<file path="config.mk">
export PLATFORM = sky130hd
export DESIGN_NAME = ubtrc_core
export DESIGN_NICKNAME = d
export VERILOG_FILES = /design/src/ubtrc_pkg.sv /design/src/ubtrc_fifo_if.sv /design/src/ubtrc_fifo.sv /design/src/ubtrc_core.sv
export SDC_FILE = /design/constraint.sdc
export NUM_CORES = 2
export LEC_CHECK = 0
export BUFFER_PORTS_ARGS = -buffer_cell sky130_fd_sc_hd__buf_2
export CORE_ASPECT_RATIO = 0.75
export CORE_MARGIN = 3
export CORE_UTILIZATION = 35
export CTS_CLUSTER_SIZE = 16
export DETAILED_ROUTE_END_ITERATION = 7
export PLACE_DENSITY = 0.5
export SLEW_MARGIN = 20
export SYNTH_ARGS = -nofsm -noshare
export SYNTH_HDL_FRONTEND = slang
export SYNTH_HIERARCHICAL = 1
export SYNTH_SLANG_ARGS = --single-unit
</file>
<file path="constraint.sdc">
create_clock -name clk_sys -period 4.91 [get_ports clk_sys]
set_clock_uncertainty 0.1 [all_clocks]
set_input_delay 0 -clock clk_sys [delete_from_list [all_inputs] [get_ports clk_sys]]
set_output_delay 0 -clock clk_sys [all_outputs]
set_load 0.02 [all_outputs]
</file>
<file path="src/ubtrc_pkg.sv">
/*
  Shared constants and types for the UART rate, transmit and receive core.
  Assumes a single 100 MHz system clock that also stands in for the
  oscillator input.
*/
package ubtrc_pkg;
  // Register addresses on the 3-bit register port
  localparam logic [2:0] ADDR_DATA = 3'h0;
  localparam logic [2:0] ADDR_IER  = 3'h1;
  localparam logic [2:0] ADDR_FCR  = 3'h2;
  localparam logic [2:0] ADDR_LCR  = 3'h3;
  localparam logic [2:0] ADDR_MCR  = 3'h4;
  localparam logic [2:0] ADDR_LSR  = 3'h5;
  // Field positions
  localparam int MCR_PRESCALE = 7;
  localparam int FCR_FIFO_EN  = 0;
  localparam int FCR_RX_FLUSH = 1;
  localparam int FCR_TX_FLUSH = 2;
  localparam int FCR_TRIG_LSB = 6;
  localparam int IER_RX       = 0;
  localparam int IER_TX       = 1;
  localparam int LCR_STOP2    = 2;
  localparam int LCR_PAR_EN   = 3;
  localparam int LCR_EVEN     = 4;
  localparam int LCR_DLAB     = 7;
  // Reset values
  localparam logic [7:0] IER_RST      = 8'h00;
  localparam logic [7:0] LCR_RST      = 8'h00;
  localparam logic [7:0] MCR_RST      = 8'h00;
  localparam logic [7:0] DIV_LOW_RST  = 8'h01;
  localparam logic [7:0] DIV_HIGH_RST = 8'h00;
  // Interrupt source codes
  localparam logic [7:0] ISR_NONE     = 8'h01;
  localparam logic [7:0] ISR_TX_EMPTY = 8'h02;
  localparam logic [7:0] ISR_RX_DATA  = 8'h04;
  localparam logic [7:0] ISR_RX_TOUT  = 8'h0c;
  // Timing counts
  localparam logic [1:0] PRESCALE_LAST   = 2'h3;
  localparam int         TICKS_PER_BIT   = 16;
  localparam logic [3:0] TICK_LAST       = 4'hf;
  localparam logic [3:0] TICK_MID        = 4'h7;
  localparam logic [3:0] WORD_BASE       = 4'h5;
  localparam int         TOUT_CHARS      = 4;
  localparam int         TOUT_EXTRA_BITS = 12;
  // FIFO geometry and receive trigger levels
  localparam int         FIFO_DEPTH = 64;
  localparam int         RX_TAG_W   = 3;
  localparam logic [6:0] RX_TRIG0   = 7'h08;
  localparam logic [6:0] RX_TRIG1   = 7'h10;
  localparam logic [6:0] RX_TRIG2   = 7'h38;
  localparam logic [6:0] RX_TRIG3   = 7'h3c;

  typedef enum logic [4:0] {
    TX_IDLE  = 5'b00001,
    TX_START = 5'b00010,
    TX_DATA  = 5'b00100,
    TX_PAR   = 5'b01000,
    TX_STOP  = 5'b10000
  } ubtrc_tx_state_t;

  typedef enum logic [4:0] {
    RX_IDLE  = 5'b00001,
    RX_START = 5'b00010,
    RX_DATA  = 5'b00100,
    RX_PAR   = 5'b01000,
    RX_STOP  = 5'b10000
  } ubtrc_rx_state_t;
endpackage

</file>
<file path="src/ubtrc_fifo_if.sv">
/*
  Carrier between the core and its FIFOs: push side, pop side, fill level
  and flush. Assumes both ends run on clk_sys.
*/
`timescale 1ns/100ps
`default_nettype none
interface ubtrc_fifo_if #(parameter int W = 8, parameter int LW = 7);
  logic          in_valid;
  logic          in_ready;
  logic [W-1:0]  in_data;
  logic          out_valid;
  logic          out_ready;
  logic [W-1:0]  out_data;
  logic [LW-1:0] level;
  logic          flush;
  modport fifo (input in_valid, in_data, out_ready, flush,
                output in_ready, out_valid, out_data, level);
  modport user (output in_valid, in_data, out_ready, flush,
                input in_ready, out_valid, out_data, level);
endinterface
`default_nettype wire

</file>
<file path="src/ubtrc_fifo.sv">
/*
  Synchronous FIFO with registered head word; level counts head plus
  memory. Assumes DEPTH is a power of two and one clock.
*/
`timescale 1ns/100ps
`default_nettype none
module ubtrc_fifo #(
  parameter int W     = 8,
  parameter int DEPTH = 64
) (
  input wire logic   clk_sys, // System clock
  input wire logic   reset,   // Synchronous, active high
  ubtrc_fifo_if.fifo f        // Push, pop and level
);
  localparam int PW = $clog2(DEPTH);

  typedef struct packed {
    logic [PW-1:0] wr_ptr;
    logic [PW-1:0] rd_ptr;
    logic [PW:0]   mcnt;
    logic          ovalid;
    logic [W-1:0]  odata;
  } ubtrc_fifo_state_t;

  ubtrc_fifo_state_t s;
  ubtrc_fifo_state_t next_s;
  logic [W-1:0]      mem [DEPTH];
  logic              push;
  logic              take;
  logic              load;

  assign f.level     = (PW+1)'(s.mcnt + (PW+1)'(s.ovalid));
  assign f.in_ready  = f.level < (PW+1)'(DEPTH);
  assign f.out_valid = s.ovalid;
  assign f.out_data  = s.odata;
  assign push        = f.in_valid && f.in_ready;
  assign take        = s.ovalid && f.out_ready;
  assign load        = (s.mcnt != '0) && (!s.ovalid || take);

  always_comb begin
    next_s = s;
    if (take) begin
      next_s.ovalid = 1'b0;
    end
    if (load) begin
      next_s.odata  = mem[s.rd_ptr];
      next_s.ovalid = 1'b1;
      next_s.rd_ptr = s.rd_ptr + 1'b1;
    end
    if (push) begin
      next_s.wr_ptr = s.wr_ptr + 1'b1;
    end
    next_s.mcnt = s.mcnt + (PW+1)'(push) - (PW+1)'(load);
    if (reset || f.flush) begin
      next_s = '0;
    end
  end

  always_ff @(posedge clk_sys) begin
    s <= next_s;
    if (push) begin
      mem[s.wr_ptr] <= f.in_data;
    end
  end
endmodule
`default_nettype wire

</file>
<file path="src/ubtrc_core.sv">
/*
  UART channel core: prescaler and rate divider, transmitter with FIFO and
  shifter, receiver with tagged FIFO, line status and interrupt source.
  Assumes register strobes are synchronous to clk_sys; rxd is asynchronous.
*/
// Behaviour
// - Prescaler divides by 1 or 4 per control bit 7
// - Control bit 7 zero selects divide by 1
// - Divisor 1..65535 yields the 16X sampling tick
// - Divisor is high byte over low byte
// - Transmit and receive both run on that tick
// - Each transmitted bit lasts sixteen ticks
// - Frame: start, data, optional parity, stop bits
// - Data bit 0 leaves first
// - Holding register writes push the transmit FIFO
// - Non-FIFO: empty flag on shifter load, interrupt
// - FIFO mode: empty flag and interrupt when drained
// - Shifter-empty flag only when everything is empty
// - Start bit checked eight ticks after falling edge
// - Later bits sampled every sixteen ticks
// - Head byte error tags shown in status bits 2-4
// - Data-ready per character or at trigger level
// - Timeout after four words plus twelve bits
// - Receive interrupts need enable bit 0
// - Receive FIFO holds 64 eleven-bit entries
`timescale 1ns/100ps
`default_nettype none
module ubtrc_core
  import ubtrc_pkg::*;
(
  input  wire logic       clk_sys,  // System clock, also the oscillator input
  input  wire logic       reset,    // Synchronous, active high
  input  wire logic [2:0] addr,     // Register address
  input  wire logic       wr_stb,   // One-cycle register write
  input  wire logic       rd_stb,   // One-cycle register read
  input  wire logic [7:0] wr_data,  // Write data
  output logic      [7:0] rd_data,  // Read data, valid the cycle after rd_stb
  input  wire logic       rxd,      // Serial receive line
  output logic            txd,      // Serial transmit line
  output logic            irq       // Interrupt request, active high
);
  typedef struct packed {
    logic [7:0]      interrupt_enable_reg;
    logic [7:0]      line_control_reg;
    logic [7:0]      modem_control_reg;
    logic [7:0]      dll;
    logic [7:0]      divisor_high;
    logic            fifo_en;
    logic [1:0]      trig;
    logic [1:0]      pre_cnt;
    logic [15:0]     div_cnt;
    logic            tick;
    ubtrc_tx_state_t tx_st;
    logic [3:0]      tx_smp;
    logic [2:0]      tx_bit;
    logic [7:0]      tx_sh;
    logic            tx_par;
    logic            txd;
    logic            thre_d;
    logic            thre_pend;
    ubtrc_rx_state_t rx_st;
    logic [3:0]      rx_smp;
    logic [2:0]      rx_bit;
    logic [7:0]      rx_sh;
    logic            rx_pbit;
    logic            rx_perr;
    logic            rx_s1;
    logic            rx_s2;
    logic            rx_prev;
    logic            overrun;
    logic [9:0]      tout_cnt;
    logic            tout;
    logic [7:0]      rdata;
    logic            irq;
  } ubtrc_state_t;

  ubtrc_state_t s;
  ubtrc_state_t next_s;

  ubtrc_fifo_if #(.W(8), .LW(7))             txf ();
  ubtrc_fifo_if #(.W(8 + RX_TAG_W), .LW(7)) rxf ();

  ubtrc_fifo #(.W(8), .DEPTH(FIFO_DEPTH)) u_tx_fifo (
    .clk_sys (clk_sys),
    .reset   (reset),
    .f       (txf.fifo)
  );
  ubtrc_fifo #(.W(8 + RX_TAG_W), .DEPTH(FIFO_DEPTH)) u_rx_fifo (
    .clk_sys (clk_sys),
    .reset   (reset),
    .f       (rxf.fifo)
  );

  function automatic logic [6:0] trig_level(input logic [1:0] sel);
    case (sel)
      2'h0:    trig_level = RX_TRIG0;
      2'h1:    trig_level = RX_TRIG1;
      2'h2:    trig_level = RX_TRIG2;
      default: trig_level = RX_TRIG3;
    endcase
  endfunction

  logic [15:0] divisor;
  logic        dlab;
  logic        pre_en;
  logic        rx_in;
  logic [3:0]  wl;
  logic [2:0]  last_bit;
  logic [7:0]  wmask;
  logic        thre;
  logic        temt;
  logic        rx_trig;
  logic [7:0]  isr_val;
  logic [2:0]  tags;
  logic [7:0]  lsr_val;
  logic        wr_thr;
  logic        rd_rhr;
  logic        wr_fcr;
  logic        stop_end;
  logic        rx_done;
  logic        rx_room;
  logic [5:0]  tout_bits;
  logic [9:0]  tout_lim;

  assign divisor   = {s.divisor_high, s.dll};
  assign dlab      = s.line_control_reg[LCR_DLAB];
  assign pre_en    = s.modem_control_reg[MCR_PRESCALE] ? (s.pre_cnt == PRESCALE_LAST) : 1'b1;
  assign rx_in     = s.rx_s2;
  assign wl        = WORD_BASE + {2'b00, s.line_control_reg[1:0]};
  assign last_bit  = 3'(wl - 4'h1);
  assign wmask     = ~(8'hff << wl);
  assign thre      = (txf.level == '0);
  assign temt      = thre && (s.tx_st == TX_IDLE);
  assign rx_trig   = s.fifo_en ? (rxf.level >= trig_level(s.trig)) : (rxf.level != '0);
  assign tags      = rxf.out_valid ? rxf.out_data[10:8] : 3'h0;
  assign lsr_val   = {1'b0, temt, thre, tags, s.overrun, rxf.out_valid};
  assign tout_bits = 6'(wl * TOUT_CHARS + TOUT_EXTRA_BITS);
  assign tout_lim  = 10'(tout_bits * TICKS_PER_BIT);
  assign wr_thr    = wr_stb && (addr == ADDR_DATA) && !dlab;
  assign rd_rhr    = rd_stb && (addr == ADDR_DATA) && !dlab;
  assign wr_fcr    = wr_stb && (addr == ADDR_FCR);
  assign stop_end  = s.tick && (s.tx_smp == TICK_LAST) && (s.tx_st == TX_STOP)
                     && !(s.line_control_reg[LCR_STOP2] && (s.tx_bit == 3'h0));
  assign rx_done   = s.tick && (s.rx_smp == TICK_LAST) && (s.rx_st == RX_STOP);
  assign rx_room   = s.fifo_en ? rxf.in_ready : (rxf.level == '0);

  always_comb begin
    if (s.interrupt_enable_reg[IER_RX] && rx_trig) begin
      isr_val = ISR_RX_DATA;
    end else if (s.interrupt_enable_reg[IER_RX] && s.tout) begin
      isr_val = ISR_RX_TOUT;
    end else if (s.interrupt_enable_reg[IER_TX] && s.thre_pend) begin
      isr_val = ISR_TX_EMPTY;
    end else begin
      isr_val = ISR_NONE;
    end
  end

  // Non-FIFO mode keeps a single holding slot
  assign txf.in_valid  = wr_thr && (s.fifo_en ? txf.in_ready : thre);
  assign txf.in_data   = wr_data;
  // Idle load waits for a tick so the start bit is whole
  assign txf.out_ready = txf.out_valid
                         && (((s.tx_st == TX_IDLE) && s.tick) || stop_end);
  assign txf.flush     = wr_fcr && (wr_data[FCR_TX_FLUSH] || (wr_data[FCR_FIFO_EN] != s.fifo_en));
  assign rxf.in_valid  = rx_done && rx_room;
  assign rxf.in_data   = {(s.rx_sh == 8'h00) && !rx_in && !s.rx_pbit, !rx_in, s.rx_perr, s.rx_sh};
  assign rxf.out_ready = rd_rhr;
  assign rxf.flush     = wr_fcr && (wr_data[FCR_RX_FLUSH] || (wr_data[FCR_FIFO_EN] != s.fifo_en));

  always_comb begin
    next_s      = s;
    next_s.tick = 1'b0;
    // Rate generation
    next_s.pre_cnt = s.pre_cnt + 2'h1;
    if (pre_en && (divisor != 16'h0000)) begin
      if (s.div_cnt >= divisor - 16'h0001) begin
        next_s.div_cnt = 16'h0000;
        next_s.tick    = 1'b1;
      end else begin
        next_s.div_cnt = s.div_cnt + 16'h0001;
      end
    end
    // Register writes
    if (wr_stb) begin
      if (addr == ADDR_DATA) begin
        if (dlab) begin
          next_s.dll = wr_data;
        end
      end else if (addr == ADDR_IER) begin
        if (dlab) begin
          next_s.divisor_high = wr_data;
        end else begin
          next_s.interrupt_enable_reg = wr_data;
        end
      end else if (addr == ADDR_FCR) begin
        next_s.fifo_en = wr_data[FCR_FIFO_EN];
        next_s.trig    = wr_data[FCR_TRIG_LSB +: 2];
      end else if (addr == ADDR_LCR) begin
        next_s.line_control_reg = wr_data;
      end else if (addr == ADDR_MCR) begin
        next_s.modem_control_reg = wr_data;
      end
    end
    // Register reads
    if (rd_stb) begin
      if (addr == ADDR_DATA) begin
        next_s.rdata = dlab ? s.dll : (rxf.out_valid ? rxf.out_data[7:0] : 8'h00);
      end else if (addr == ADDR_IER) begin
        next_s.rdata = dlab ? s.divisor_high : s.interrupt_enable_reg;
      end else if (addr == ADDR_FCR) begin
        next_s.rdata = isr_val;
      end else if (addr == ADDR_LCR) begin
        next_s.rdata = s.line_control_reg;
      end else if (addr == ADDR_MCR) begin
        next_s.rdata = s.modem_control_reg;
      end else if (addr == ADDR_LSR) begin
        next_s.rdata = lsr_val;
      end else begin
        next_s.rdata = 8'h00;
      end
    end
    // Transmitter, advanced only on the shared tick
    if (s.tick && (s.tx_st != TX_IDLE)) begin
      next_s.tx_smp = s.tx_smp + 4'h1;
    end
    if (s.tick && (s.tx_smp == TICK_LAST)) begin
      case (s.tx_st)
        TX_START: begin
          next_s.tx_st  = TX_DATA;
          next_s.tx_bit = 3'h0;
          next_s.txd    = s.tx_sh[0];
        end
        TX_DATA: begin
          next_s.tx_sh = s.tx_sh >> 1;
          if (s.tx_bit == last_bit) begin
            next_s.tx_st  = s.line_control_reg[LCR_PAR_EN] ? TX_PAR : TX_STOP;
            next_s.txd    = s.line_control_reg[LCR_PAR_EN] ? s.tx_par : 1'b1;
            next_s.tx_bit = 3'h0;
          end else begin
            next_s.tx_bit = s.tx_bit + 3'h1;
            next_s.txd    = s.tx_sh[1];
          end
        end
        TX_PAR: begin
          next_s.tx_st = TX_STOP;
          next_s.txd   = 1'b1;
        end
        TX_STOP: begin
          if (s.line_control_reg[LCR_STOP2] && (s.tx_bit == 3'h0)) begin
            next_s.tx_bit = 3'h1;
          end else begin
            next_s.tx_st = TX_IDLE;
          end
        end
        default: next_s.txd = 1'b1;
      endcase
    end
    if (txf.out_ready) begin
      next_s.tx_st  = TX_START;
      next_s.txd    = 1'b0;
      next_s.tx_smp = 4'h0;
      next_s.tx_sh  = txf.out_data & wmask;
      next_s.tx_par = ^{txf.out_data & wmask, ~s.line_control_reg[LCR_EVEN]};
    end
    // Transmit-empty event; the set wins over a same-cycle clear
    next_s.thre_d = thre;
    if (wr_thr || (rd_stb && (addr == ADDR_FCR) && (isr_val == ISR_TX_EMPTY))) begin
      next_s.thre_pend = 1'b0;
    end
    if (thre && !s.thre_d) begin
      next_s.thre_pend = 1'b1;
    end
    // Receiver
    next_s.rx_s1   = rxd;
    next_s.rx_s2   = s.rx_s1;
    next_s.rx_prev = s.rx_s2;
    if (s.tick && (s.rx_st != RX_IDLE)) begin
      next_s.rx_smp = s.rx_smp + 4'h1;
    end
    case (s.rx_st)
      RX_IDLE: begin
        if (s.rx_prev && !rx_in) begin
          next_s.rx_st   = RX_START;
          next_s.rx_smp  = 4'h0;
          next_s.rx_sh   = 8'h00;
          next_s.rx_pbit = 1'b0;
          next_s.rx_perr = 1'b0;
        end
      end
      RX_START: begin
        if (s.tick && (s.rx_smp == TICK_MID)) begin
          next_s.rx_st  = rx_in ? RX_IDLE : RX_DATA;
          next_s.rx_smp = 4'h0;
          next_s.rx_bit = 3'h0;
        end
      end
      RX_DATA: begin
        if (s.tick && (s.rx_smp == TICK_LAST)) begin
          next_s.rx_sh[s.rx_bit] = rx_in;
          if (s.rx_bit == last_bit) begin
            next_s.rx_st = s.line_control_reg[LCR_PAR_EN] ? RX_PAR : RX_STOP;
          end else begin
            next_s.rx_bit = s.rx_bit + 3'h1;
          end
        end
      end
      RX_PAR: begin
        if (s.tick && (s.rx_smp == TICK_LAST)) begin
          next_s.rx_st   = RX_STOP;
          next_s.rx_pbit = rx_in;
          next_s.rx_perr = ^{s.rx_sh, rx_in, ~s.line_control_reg[LCR_EVEN]};
        end
      end
      RX_STOP: begin
        if (rx_done) begin
          next_s.rx_st = RX_IDLE;
        end
      end
      default: next_s.rx_st = RX_IDLE;
    endcase
    if (rd_stb && (addr == ADDR_LSR)) begin
      next_s.overrun = 1'b0;
    end
    if (rx_done && !rx_room) begin
      next_s.overrun = 1'b1;
    end
    // Receive timeout
    if (rxf.in_valid || rd_rhr || rxf.flush || (rxf.level == '0)) begin
      next_s.tout_cnt = 10'h000;
      next_s.tout     = 1'b0;
    end else if (s.tick) begin
      if (s.tout_cnt >= tout_lim - 10'h001) begin
        next_s.tout = 1'b1;
      end else begin
        next_s.tout_cnt = s.tout_cnt + 10'h001;
      end
    end
    next_s.irq = (isr_val != ISR_NONE);
    if (reset) begin
      next_s         = '0;
      next_s.interrupt_enable_reg     = IER_RST;
      next_s.line_control_reg     = LCR_RST;
      next_s.modem_control_reg     = MCR_RST;
      next_s.dll     = DIV_LOW_RST;
      next_s.divisor_high     = DIV_HIGH_RST;
      next_s.tx_st   = TX_IDLE;
      next_s.rx_st   = RX_IDLE;
      next_s.txd     = 1'b1;
      next_s.thre_d  = 1'b1;
      next_s.rx_s1   = 1'b1;
      next_s.rx_s2   = 1'b1;
      next_s.rx_prev = 1'b1;
    end
  end

  always_ff @(posedge clk_sys) begin
    s <= next_s;
  end

  assign rd_data = s.rdata;
  assign txd     = s.txd;
  assign irq     = s.irq;
endmodule
`default_nettype wire

</file>
==> out/qor.yml <==
status:
  status: "completed"
global_routing:
  grt_antenna_before_repair: 4
  grt_pass1_wl_um: 218000
  grt.overflow.total: 0
  track_usage_pct: 17.1
  grt_pass1_vias: 31300
  grt_max_degree: 71
worst_setup_path:
  path_class: "reg2reg"
  crit_family: "simple AND/OR/NAND/NOR gates"
  cp_cell_sequence: "ha_2 -> ha_1 -> nand3_1 -> xor2_2 -> inv_1 -> or4_4 -> or2_1 -> a21oi_2 -> and2_4 -> inv_1 -> ha_1 -> inv_1 -> ha_1 -> inv_1 -> fa_1 -> nand2b_1 -> a21oi_1 -> o21ai_0 -> a21oi_1 -> or3_1 -> a21oi_1"
  crit_path_max_fanout: 4
  rrSetupSlack_ns: 0.31
  crit_buf_inv: 4
  endpoint_kind: "flop"
  slowest_stage: "or4_4"
  endpoint: "u_rx_fifo/s[18]"
  rr_worst_depth: 21
  rr_startpoint: "u_rx_fifo/s[12]"
  timing.rr.end: "u_rx_fifo/s[18]"
  start_kind: "flop"
  cpMostUsedCell: "inv_1"
  cp_data_required_time_ns: 5.44
  crit_path_start: "u_rx_fifo/s[12]"
  critPathMaxStageDelay_ns: 0.44
  critical_path_arrival_ns: 5.13
  crit_cells: 21
floorplanning:
  die_h_um: 360
  fp-row-count: 129
  core_area_um2: 165000
  start_util_pct: 35.3
  dieArea_um2: 172000
  die_w_um: 478
  ios: 26
timing:
  hold_violations: 0
  setup_tns_ns: 0
  clock.fmax_mhz: 217
  setup_viol: 0
  fin_crit_sh_pct: 93.7
  tightest_slew_ns: 1.09
  slew_headroom_pct: 27.1
  slew_violations: 0
  period_minus_slack_ns: 4.60
pwr:
  p_leak_nw: 20.7
  peakVddDrop_uv: 331
  p_per_area_nw_per_um2: 421
synthesis:
  yosysTopAreaCell: "edfxtp_1"
  synth_edf_count: 1216
  ys_warn_count: 6
  ys_ff_latch: 1419
  yosysTopAreaCellShare_pct: 62.5
  synth_fp_nets: 3763
  ys.flop_type: "edfxtp_1"
  syn_area_um2: 58400
  yosysSeqAreaShare_pct: 69.5
  avgSynthCellArea_um2: 15.9
  syn_inst: 3670
  synth-async-reset-ratio_pct: 0
  synthTopCellsByArea: "edfxtp_1 63%, dfxtp_1 7.0%, mux2i_1 5.8%"
  synth_cell_types: 91
placement:
  gp_congestion: 0.797
  dp_hpwl_um: 91700
  portBuffers: 25
  dpl_cell_area_um2: 61400
  placed_cells: 5866
finish:
  filler_cell_count: 15100
  area.growth.synth_to_final_pct: 13.2
  fin_area_um2: 66100
  drive_above_1_share_pct: 15.5
  layoutNonFillerInstCount: 6145
  seqCellArea_um2: 40600
  layout.nets: 3900
  multi_input_area_um2: 16300
drt:
  wire_per_inst_um: 24.2
  dr.pass1.iters: 7
  drcViolationCount: 0
  wirelength_um: 149000
  viasPerCell: 5.26
  drtIter0Drc: 2933
  vias: 32300
  ant_nets: 0
clocking:
  cts_tree: "yes"
  root_buffer: "clkbuf_16"
  clk_latency_ns: 0.76
  clockBufferDepth: 3
  htreeDepth: 4
  cts.sinks: 1419
  cts_made_buffers: 139
  clkTransAtPathRegs_ns: 0.07
min_path:
  min_delay_path_depth: 4
  hp-class: "in2reg"
job:
  max-cap-violations: 0
-- layer usage --
| metal | share of wire (%) | global-route usage [%] | vias up |
|---|---|---|---|
| met2 | 43 | 24.3 | 828 |
| li1 | - | - | 14700 |
| met4 | 1.9 | 4.51 | 0 |
| met1 | 50 | 26.8 | 16600 |
| met5 | 0 | 0 | - |
| met3 | 5.7 | 2.79 | 170 |
-- layout by cell type, fill, tap and decap left out, types with 12 or more instances in the layout --
cell              n
nor2_1          247
o21ai_0          29
or4_1            12
nor2b_1          18
nor3_1           16
clkinv_2         17
a31oi_1          28
a22oi_1         221
ha_1             74
nand4_1          43
or2_2            14
or3_1            14
nand2b_1         18
mux4_1           19
buf_4           169
nand2_1         152
xor2_1           37
clkbuf_1         40
mux2i_1         337
buf_2            24
inv_1            55
a22o_1           25
nor4_1           15
mux4_2          133
and3_1           12
dfxtp_1         190
a21oi_1          95
xnor2_1          51
dlygate4sd3_1    25
a31o_1           19
clkbuf_16       142
clkinv_1         23
nand3_1         147
and2_1           14
edfxtp_1       1216
-- stage by stage --
stage	hold slack, ns	power (mW)	utilization (%)	worst slack [ns]
2_1_floorplan	-0.00113	16.6	-	0.591
3_3_place_gp	0.217	17.7	37.2	0.260
3_5_place_dp	0.221	17.7	37.2	0.178
4_1_cts	0.0515	28.1	39.9	0.138
5_1_grt	0.105	29.0	40.0	-0.0207
6_report	0.120	27.8	40.0	0.309
-- power breakdown --
group          internal, mW  switching [mW]
logic                  1.66            2.16
clock network          5.73            4.64
registers              13.2           0.456
-- cell families (layout without fill, tap and decap cells) --
logic type	Yosys count	in the layout	share of synthesized area, %
xor+xnor	89	89	1.34
flops	1419	1419	69.5
fa+ha+maj	77	77	1.68
simple gates	790	790	6.67
other cells	0	3	0
compound gates	515	515	6.36
buf+inv	289	534	2.65
mux	491	491	11.8
-- worst min-delay path by stage --
stage	startpoint	end	slack, ns
floorplan	wr_data[0]	u_tx_fifo/mem[0][0]	-0.001
global placement	rxd	s[23]	0.22
detailed placement	rxd	s[23]	0.22
CTS	wr_data[7]	dlab	0.05
global route	wr_data[7]	dlab	0.11
finish	wr_data[7]	dlab	0.12
-- cells in the mapped netlist (all sizes together), types with 20 or more instances --
library cell	instances
nor2	252
a211oi	21
dfxtp	203
inv	59
xnor2	51
edfxtp	1216
o21ai	30
xor2	38
a21oi	96
buf	142
a22o	25
mux2i	338
mux4	152
a31o	20
nand3	147
a31oi	28
nor2b	23
ha	75
nand2	152
nand4	43
a22oi	222
clkbuf	87
-- worst min-delay path, stage by stage --
cell and delay (ns):
dlygate4sd3_1 0.53, buf_2 0.23, nand2_1 0.09, a21oi_1 0.06
-- sequential cells by signal (all words and copies together) (netlist names), 9 cells and up, named ones only --
register,count
s,94
u_tx_fifo/s,19
u_rx_fifo/mem,704
divisor,16
u_tx_fifo/mem,512
rxf.in_data,9
u_rx_fifo/f.out_data,11
u_rx_fifo/s,19
-- repair_timing --
action | in CTS | in global routing
hold endpoints to repair | 561 | 0
gates resized for setup | 0 | 5
endpoints found under the setup margin | 0 | 2
hold buffers | 25 | 0
setup buffers | 0 | 2
-- cell type report --
cell class | instances | share of cell area [%]
diodes | 3 | 0.0114
clock buffers | 185 | 5.67
clock inverters | 64 | 0.884
inverters | 60 | 0.341
multi-input cells | 1962 | 24.7
flip-flops and latches | 1419 | 61.5
well taps | 2227 | 4.22
repair buffers | 225 | 2.69
Power figures use the tool's default switching activity.
